==> config.mk <==
export PLATFORM = sky130hd
export DESIGN_NAME = dsr_status_readback
export DESIGN_NICKNAME = d
export VERILOG_FILES = /design/src/dsr_pkg.sv /design/src/dsr_sync3.sv /design/src/dsr_status_readback.sv
export SDC_FILE = /design/constraint.sdc
export NUM_CORES = 1
export LEC_CHECK = 0
export ABC_AREA = 1
export BUFFER_PORTS_ARGS = -buffer_cell sky130_fd_sc_hd__clkbuf_2
export CORE_MARGIN = 8
export CORE_UTILIZATION = 40
export CTS_BUF_LIST = sky130_fd_sc_hd__clkbuf_8
export CTS_CLUSTER_SIZE = 14
export DETAILED_ROUTE_END_ITERATION = 6
export GPL_TIMING_DRIVEN = 1
export PLACE_DENSITY = 0.77
export RECOVER_POWER = 100
export SLEW_MARGIN = 20
export SYNTH_ARGS = -nofsm -noshare
export SYNTH_HDL_FRONTEND = slang
export SYNTH_SLANG_ARGS = --single-unit
==> constraint.sdc <==
create_clock -name sys_clk -period 1.7 [get_ports sys_clk]
set_clock_uncertainty 0.15 [all_clocks]
set_input_delay 0.085 -clock sys_clk [delete_from_list [all_inputs] [get_ports sys_clk]]
set_output_delay 0.085 -clock sys_clk [all_outputs]
set_load 0.01 [all_outputs]
==> src/dsr_pkg.sv <==
// dsr_pkg.sv: constants and types of the display status readback block
// Notes on behaviour
// command 703002, or 703012 with accumulator zeroing, returns status word one
// word one bit 2 is high while position offset is enabled
// word one bit 3 is high while the quarter-turn rotate parameter is active
// word one bit 4 shows the blink enable
// word one bits 5-6 give sheet size, bits 7-10 the step magnitude
// word one bits 11-14 give stop, pen, border and button interrupt enables
// word one bit 15 shows whether pen hits may raise a flag
// word one bits 16-17 give the two-bit dash pattern
// command 703022, or 703032 with zeroing, returns status word two
// word two bits 0-5 carry the six console button bits
// word two bits 8-10 carry the intensity, 0 darkest, 7 brightest
// word two bits 11-17 carry the seven-bit tag value
// host must not read word two while the display alters button bits
// command 703142, or 703152 with zeroing, returns word three, six top bits
// command 703102, or 703112 with zeroing, returns the horizontal position word
// position word: bits 0-4 zero, bit 5 overrun, bits 6-17 coordinate
// the horizontal coordinate holds values up to 4095
// command bit 14 asks for accumulator zeroing, otherwise the host ORs
// unused bit positions of every returned word read as zero
package dsr_pkg;
	// word width; vector index 17 is the leftmost documented bit 0
	localparam int WORD_W = 18;
	// read command codes with the accumulator-zero option stripped
	localparam logic [17:0] CMD_S1 = 18'h38602;
	localparam logic [17:0] CMD_S2 = 18'h38612;
	localparam logic [17:0] CMD_S3 = 18'h38662;
	localparam logic [17:0] CMD_XPOS = 18'h38642;
	localparam int ACC_ZERO_BIT = 3;
	// word one field positions
	localparam int W1_SHIFT = 15;
	localparam int W1_TURN = 14;
	localparam int W1_FLASH = 13;
	localparam int W1_SHEET_LO = 12;
	localparam int W1_SHEET_HI = 11;
	localparam int W1_STEP_MSB = 10;
	localparam int STEP_W = 4;
	localparam int W1_STOP_IRQ = 6;
	localparam int W1_PEN_IRQ = 5;
	localparam int W1_BORDER_IRQ = 4;
	localparam int W1_BUTTON_IRQ = 3;
	localparam int W1_PEN_FLAG = 2;
	localparam int W1_DASH_MSB = 1;
	localparam int DASH_W = 2;
	// word two field positions
	localparam int W2_BUTTON_MSB = 17;
	localparam int BUTTON_W = 6;
	localparam int W2_BORDER_FLAG = 10;
	localparam int W2_LEVEL_MSB = 9;
	localparam int LEVEL_W = 3;
	localparam int W2_TAG_MSB = 6;
	localparam int TAG_W = 7;
	// word three and position word
	localparam int W3_MSB = 17;
	localparam int W3_W = 6;
	localparam int XP_OVERRUN = 12;
	localparam int XP_COORD_MSB = 11;
	localparam int COORD_W = 12;
	localparam logic [11:0] COORD_MAX = 12'hFFF;
	// values after reset
	localparam logic [17:0] RD_DATA_RST = 18'h00000;
	localparam logic [5:0] BUTTON_RST = 6'h00;
	// which word an answer carries
	typedef enum logic [1:0] {
		DSR_KIND_S1   = 2'h0,
		DSR_KIND_S2   = 2'h1,
		DSR_KIND_S3   = 2'h2,
		DSR_KIND_XPOS = 2'h3
	} dsr_kind_t;
endpackage : dsr_pkg

==> src/dsr_sync3.sv <==
// dsr_sync3.sv: three-stage synchroniser that accepts a change once stages agree
`timescale 1ns/10ps
module dsr_sync3 #(
	parameter int             WIDTH     = 6,
	parameter logic [WIDTH-1:0] RST_VALUE = '0
) (
	input  wire logic             sys_clk,
	input  wire logic             rst_n,
	input  wire logic [WIDTH-1:0] din,
	output logic      [WIDTH-1:0] dout
);
	logic [WIDTH-1:0] s1_q;
	logic [WIDTH-1:0] s2_q;
	logic [WIDTH-1:0] s3_q;
	logic [WIDTH-1:0] out_q;
	logic [WIDTH-1:0] out_d;

	if (WIDTH < 1) begin : g_bad_width
		$error("dsr_sync3 width must be at least one");
	end

	// a bit moves only when the second and third stages agree
	for (genvar i = 0; i < WIDTH; i++) begin : g_bit
		assign out_d[i] = (s2_q[i] == s3_q[i]) ? s3_q[i] : out_q[i];
	end

	// shift chain; the first stage feeds only the second
	always_ff @(posedge sys_clk) begin
		if (!rst_n) begin
			s1_q  <= RST_VALUE;
			s2_q  <= RST_VALUE;
			s3_q  <= RST_VALUE;
			out_q <= RST_VALUE;
		end else begin
			s1_q  <= din;
			s2_q  <= s1_q;
			s3_q  <= s2_q;
			out_q <= out_d;
		end
	end

	assign dout = out_q;
endmodule : dsr_sync3

==> src/dsr_status_readback.sv <==
// dsr_status_readback.sv: answers host read commands with formatted status words
`timescale 1ns/10ps
module dsr_status_readback #(
	parameter int BUTTON_W = 6,
	parameter int COORD_W  = 12
) (
	input  wire logic                sys_clk,
	input  wire logic                rst_n,
	input  wire logic                io_cmd_valid,
	input  wire logic [17:0]         io_cmd,
	input  wire logic                position_shift_enable,
	input  wire logic                quarter_turn_bit,
	input  wire logic                flash_enable,
	input  wire logic                sheet_size_low,
	input  wire logic                sheet_size_high,
	input  wire logic [3:0]          step_magnitude,
	input  wire logic                stop_irq_enable,
	input  wire logic                pen_hit_irq_enable,
	input  wire logic                border_irq_enable,
	input  wire logic                button_irq_enable,
	input  wire logic                pen_hit_flag_enable,
	input  wire logic [1:0]          dash_pattern,
	input  wire logic [BUTTON_W-1:0] console_button_bits,
	input  wire logic                border_flag_enable,
	input  wire logic [2:0]          intensity_level,
	input  wire logic [6:0]          tag_value,
	input  wire logic [5:0]          status_three_bits,
	input  wire logic                horizontal_overrun,
	input  wire logic [COORD_W-1:0]  horizontal_coord,
	output logic      [17:0]         io_rd_data,
	output logic                     io_rd_valid,
	output logic                     accumulator_zero_option
);
	logic [17:0]           cmd_base;
	logic                  take_s1;
	logic                  take_s2;
	logic                  take_s3;
	logic                  take_xpos;
	logic                  take_any;
	logic [BUTTON_W-1:0]   button_sync;
	logic [17:0]           word_one;
	logic [17:0]           word_two;
	logic [17:0]           word_three;
	logic [17:0]           word_xpos;
	logic [17:0]           word_sel;
	dsr_pkg::dsr_kind_t    kind_sel;
	logic [17:0]           rd_data_q;
	logic [17:0]           rd_data_d;
	logic                  rd_valid_q;
	logic                  acc_zero_q;
	logic                  acc_zero_d;
	dsr_pkg::dsr_kind_t    kind_q;

	// formats are fixed, so only the documented widths can be served
	if (BUTTON_W != dsr_pkg::BUTTON_W) begin : g_bad_buttons
		$error("button width must match the status word layout");
	end
	if (COORD_W != dsr_pkg::COORD_W) begin : g_bad_coord
		$error("coordinate width must match the position word layout");
	end

	// compares a command, zeroing option masked, with a read code
	function automatic logic cmd_is(input logic [17:0] cmd, input logic [17:0] code);
		logic [17:0] base;
		base = cmd;
		base[dsr_pkg::ACC_ZERO_BIT] = 1'b0;
		return base == code;
	endfunction : cmd_is

	// button bits may change under a running display file, so sync them
	dsr_sync3 #(
		.WIDTH     (BUTTON_W),
		.RST_VALUE (dsr_pkg::BUTTON_RST)
	) u_button_sync (
		.sys_clk (sys_clk),
		.rst_n   (rst_n),
		.din     (console_button_bits),
		.dout    (button_sync)
	);

	// command decode
	assign cmd_base   = io_cmd & ~(18'h00001 << dsr_pkg::ACC_ZERO_BIT);
	assign take_s1    = io_cmd_valid && cmd_is(io_cmd, dsr_pkg::CMD_S1);
	assign take_s2    = io_cmd_valid && cmd_is(io_cmd, dsr_pkg::CMD_S2);
	assign take_s3    = io_cmd_valid && cmd_is(io_cmd, dsr_pkg::CMD_S3);
	assign take_xpos  = io_cmd_valid && cmd_is(io_cmd, dsr_pkg::CMD_XPOS);
	assign take_any   = take_s1 || take_s2 || take_s3 || take_xpos;
	assign acc_zero_d = io_cmd[dsr_pkg::ACC_ZERO_BIT];

	// status word one; untouched positions stay zero
	always_comb begin
		word_one = '0;
		word_one[dsr_pkg::W1_SHIFT] = position_shift_enable;
		word_one[dsr_pkg::W1_TURN] = quarter_turn_bit;
		word_one[dsr_pkg::W1_FLASH] = flash_enable;
		word_one[dsr_pkg::W1_SHEET_LO] = sheet_size_low;
		word_one[dsr_pkg::W1_SHEET_HI] = sheet_size_high;
		word_one[dsr_pkg::W1_STEP_MSB -: dsr_pkg::STEP_W] = step_magnitude;
		word_one[dsr_pkg::W1_STOP_IRQ] = stop_irq_enable;
		word_one[dsr_pkg::W1_PEN_IRQ] = pen_hit_irq_enable;
		word_one[dsr_pkg::W1_BORDER_IRQ] = border_irq_enable;
		word_one[dsr_pkg::W1_BUTTON_IRQ] = button_irq_enable;
		word_one[dsr_pkg::W1_PEN_FLAG] = pen_hit_flag_enable;
		word_one[dsr_pkg::W1_DASH_MSB -: dsr_pkg::DASH_W] = dash_pattern;
	end

	// status word two; position 6 stays zero
	always_comb begin
		word_two = '0;
		word_two[dsr_pkg::W2_BUTTON_MSB -: dsr_pkg::BUTTON_W] = button_sync;
		word_two[dsr_pkg::W2_BORDER_FLAG] = border_flag_enable;
		word_two[dsr_pkg::W2_LEVEL_MSB -: dsr_pkg::LEVEL_W] = intensity_level;
		word_two[dsr_pkg::W2_TAG_MSB -: dsr_pkg::TAG_W] = tag_value;
	end

	// status word three and the horizontal position word
	always_comb begin
		word_three = '0;
		word_three[dsr_pkg::W3_MSB -: dsr_pkg::W3_W] = status_three_bits;
		word_xpos = '0;
		word_xpos[dsr_pkg::XP_OVERRUN] = horizontal_overrun;
		word_xpos[dsr_pkg::XP_COORD_MSB -: dsr_pkg::COORD_W] = horizontal_coord;
	end

	// word and kind selection
	assign word_sel = take_s1 ? word_one :
	                  take_s2 ? word_two :
	                  take_s3 ? word_three : word_xpos;
	assign kind_sel = take_s1 ? dsr_pkg::DSR_KIND_S1 :
	                  take_s2 ? dsr_pkg::DSR_KIND_S2 :
	                  take_s3 ? dsr_pkg::DSR_KIND_S3 : dsr_pkg::DSR_KIND_XPOS;
	assign rd_data_d = take_any ? word_sel : dsr_pkg::RD_DATA_RST;

	// answer register: one cycle after the command, zero when idle
	always_ff @(posedge sys_clk) begin
		if (!rst_n) begin
			rd_data_q  <= dsr_pkg::RD_DATA_RST;
			rd_valid_q <= 1'b0;
			acc_zero_q <= 1'b0;
			kind_q     <= dsr_pkg::DSR_KIND_S1;
		end else begin
			rd_data_q  <= rd_data_d;
			rd_valid_q <= take_any;
			acc_zero_q <= take_any && acc_zero_d;
			kind_q     <= take_any ? kind_sel : kind_q;
		end
	end

	assign io_rd_data              = rd_data_q;
	assign io_rd_valid             = rd_valid_q;
	assign accumulator_zero_option = acc_zero_q;

	// answer kinds seen by the checks below
	logic rd_s1;
	logic rd_s2;
	logic rd_s3;
	logic rd_xp;
	assign rd_s1 = rd_valid_q && kind_q == dsr_pkg::DSR_KIND_S1;
	assign rd_s2 = rd_valid_q && kind_q == dsr_pkg::DSR_KIND_S2;
	assign rd_s3 = rd_valid_q && kind_q == dsr_pkg::DSR_KIND_S3;
	assign rd_xp = rd_valid_q && kind_q == dsr_pkg::DSR_KIND_XPOS;
endmodule : dsr_status_readback

==> flow_summary.rst <==
.. list-table::
   :header-rows: 1

   * - Metric
     - Value
   * - Final hold violations
     - 1
   * - Clock Latency Late Sink
     - 290 ps
   * - Core outline area
     - around 4700 um2
   * - Sequential fraction of the synthesis area
     - roughly 45%
   * - Arrival @ worst endpoint
     - 1880 ps
   * - Area of the mapped netlist
     - 1970 um2
   * - Synthesized netlist net count
     - 354
   * - Post-synthesis cell type with the largest combined area
     - sky130_fd_sc_hd__dfxtp_1
   * - RSZ-0062 raised after global routing
     - true
   * - Antenna violations before repair
     - 0
   * - CP Class
     - input pin to flop
   * - Highest metal layer with signal wires
     - met4
   * - Minimum setup slack in the final design
     - -98.8 ps
   * - DR iter-0 viols
     - ~150
   * - Violated checks
     - negative hold slack, negative setup slack
   * - Sum of internal, switching and leakage power
     - 2.10 mW
   * - CTS tree
     - built
   * - Tightest Hold Check Type
     - input pin to flop
   * - Detail Placement HPWL
     - approximately 4200 um
   * - Final std cells w/o fill
     - 494
   * - Max cap viols
     - 0
   * - Global-route wire length before repair
     - 10100 um
   * - Buffer levels on the longest clock path
     - 2
   * - Maximum fanout encountered on the critical timing path
     - 8
   * - Crit path capture
     - io_rd_data[14]$_SDFF_PN0_
   * - Share of the cycle needed by the critical path after routing
     - 106%
   * - Die span in x
     - 86.2 um
   * - Routability Congestion
     - 0.815
   * - Synthesized instance count
     - between 200 and 300
   * - Count of standard-cell rows
     - 25
   * - Status
     - finished with violations
   * - Wire length on met3
     - 509 um
   * - Deepest level of the CTS H-tree
     - 2
   * - Ports placed on the boundary
     - 93
   * - Highest clock rate
     - 0.556 GHz
   * - CTS Root Buffer Type
     - sky130_fd_sc_hd__clkbuf_8
   * - Die span in y
     - 86.2 um
   * - Number of instances in the placed design
     - 438
   * - Total via count in the routed design
     - 2267
   * - Yosys synthesis warning count
     - 0
   * - I/O Buffers
     - 92
   * - Launching instance or port of the critical path
     - io_cmd[13]
   * - Residual overflow from global routing
     - 0
   * - Via count of the first global-routing pass
     - 2182
   * - RR Endpoint
     - io_rd_data[15]$_SDFF_PN0_
   * - VDD IR-drop max
     - 0.000399 V
   * - Largest net degree at the start of global routing
     - 16
   * - Total track usage
     - between 10% and 20%
   * - DRT Pass-1 Iters
     - 4
   * - Post-synthesis average cell area
     - 7.01 um2
   * - Crit path time final
     - 1800 ps
   * - Final Slew Violations
     - 0
   * - Clock sink total
     - 44
   * - WL per Instance
     - 13.4 um
   * - Hold slack final
     - -4.37 ps
   * - R2r worst-path depth
     - 5
   * - Post-layout nets
     - 499
   * - Tightest slew margin relative to the limit
     - 80.8%
   * - Count of fill cells added during filler insertion
     - 397
   * - Synth unique cells
     - 24
   * - Clock buffers created by TritonCTS
     - 5
   * - Initial core utilization
     - 41.7%
   * - PwrDens
     - 684 nW/um2
   * - Layout cells sized above 1
     - 27.9%
   * - R2R setup slack
     - 210 ps
   * - Detailed Route WL
     - 6640 um
   * - Worst-path clk slew
     - 90 ps
   * - Post-detailed-route DRC marker count
     - 0
   * - Synth top area share
     - 44.7%
   * - Amount of wire on met2 after detailed routing
     - 3420 um
   * - Via-to-Cell Ratio
     - 4.59
   * - Final ANT Viol Nets
     - 0
   * - Crit. End Element
     - flop
   * - Startpoint class of the critical path
     - input pin
   * - Measured slew at the worst slew-check pin
     - 288 ps
   * - Met1 routed wirelength after detailed routing
     - ~2500 um
   * - Count of state elements after synthesis
     - 44
   * - Die Footprint
     - 7420 um2
   * - Final setup violation count
     - 3
   * - Number of diodes
     - 0
   * - Required time worst endpoint
     - approximately 1800 ps
   * - Lkg Pwr
     - approximately 1.7 nW
   * - Growth of design area from synthesis to finish
     - 56.0%
   * - Fin util
     - 65.0%
   * - Synth area leaders
     - sky130_fd_sc_hd__dfxtp_1, sky130_fd_sc_hd__nand2_1, sky130_fd_sc_hd__nor2_1
   * - Startpoint of the lowest-slack register-to-register path
     - u_button_sync.dout[3]$_SDFFE_PN0N_
## routing by layer
layer | vias to the layer above | track usage, %
li1 | 1146 | -
met1 | 1011 | 17.8
met2 | 93 | 31.9
met4 | 0 | 5.89
met5 | - | 0
met3 | 17 | 4.30
## what timing repair did
action / in CTS / in global routing
setup buffers: 0 / 10
hold endpoints to repair: 25 / 0
hold buffers: 40 / 0
endpoints found under the setup margin: 0 / 8
resized for setup: 0 / 9
## power by group
group	switching [mW]	internal, mW	leakage (nW)
combinational	0.0990	0.137	1.30
clock	0.369	0.443	0.0548
sequential	0.00680	1.05	0.357
## critical path: stages
cell and delay [ps]:
sky130_fd_sc_hd__clkbuf_2 80, sky130_fd_sc_hd__inv_1 40, sky130_fd_sc_hd__nand2_1 70, sky130_fd_sc_hd__nor2_2 160
sky130_fd_sc_hd__nand2_2 130, sky130_fd_sc_hd__nor2_8 210, sky130_fd_sc_hd__nand2_2 130, sky130_fd_sc_hd__clkinv_2 140
sky130_fd_sc_hd__nand2_1 70, sky130_fd_sc_hd__nand2_1 60, sky130_fd_sc_hd__nor2_1 40, sky130_fd_sc_hd__dlygate4sd3_1 560
sky130_fd_sc_hd__nor2_1 110
## cells in the mapped netlist (all sizes together)
master,instances
inv,44
nand2,79
nand3b,1
nand3,12
clkinv,1
a21oi,7
nor2,58
clkbuf,1
o21ai,9
dfxtp,44
nand4,17
buf,8
## worst min path at each step
stage,from,to,depth (start not counted)
3_3_place_gp,console_button_bits[3],u_button_sync.s1_q[3]$_SDFF_PN0_,3
4_1_cts,horizontal_coord[10],io_rd_data[10]$_SDFF_PN0_,5
5_1_grt,horizontal_coord[6],io_rd_data[6]$_SDFF_PN0_,5
6_report,status_three_bits[1],io_rd_data[13]$_SDFF_PN0_,5
3_5_place_dp,console_button_bits[4],u_button_sync.s1_q[4]$_SDFF_PN0_,3
2_1_floorplan,console_button_bits[0],u_button_sync.s1_q[0]$_SDFF_PN0_,2
## registers in the layout, summed over array words and instances, names as in the netlist
register / flops
u_button_sync.dout: 6
accumulator_zero_option: 1
u_button_sync.s3_q: 6
io_rd_data: 18
io_rd_valid: 1
u_button_sync.s2_q: 6
u_button_sync.s1_q: 6
## logic make-up (layout without fill, tap and decap cells)
kind of cell / after synthesis / count (layout) / share of synthesized area [%]
buffers and inverters: 54 / 200 / 11.6
flip-flops: 44 / 44 / 44.7
AND/OR/NAND/NOR: 167 / 167 / 39.1
AO/OA/AOI/OAI: 16 / 16 / 4.64
## placed cells by master (no fill, tap or decap), drive strengths merged, types with 9 or more instances in the layout
| cell | netlist | layout |
|---|---|---|
| inv | 44 | 45 |
| nand4 | 17 | 17 |
| dfxtp | 44 | 44 |
| nand3 | 12 | 12 |
| nor2 | 58 | 58 |
| buf | 8 | 17 |
| clkbuf | 1 | 97 |
| o21ai | 9 | 9 |
| nand2 | 79 | 79 |
| dlygate4sd3 | 0 | 35 |
## per-stage QoR
| stage | setup WS, ps | TNS, ps | instance area [um2] |
|---|---|---|---|
| 4_1_cts | 44.7 | 0 | 3020 |
| 2_1_floorplan | 435 | 0 | 1970 |
| 3_3_place_gp | 221 | 0 | 2510 |
| 6_report | -98.8 | -100 | 3070 |
| 3_5_place_dp | 188 | 0 | 2510 |
| 5_1_grt | -124 | -285 | 3070 |
## layout make-up
cell class	instances	area [um2]	area share, %
clock buffers	5	68.8	2.24
clock inverters	3	46.3	1.51
inverters	45	174	5.66
multi-input cells	183	863	28.1
flip-flops and latches	44	881	28.7
well taps	67	83.8	2.73
repair buffers	146	950	30.9
repair inverters	1	5.00	0.163
Power figures use the tool's default switching activity.
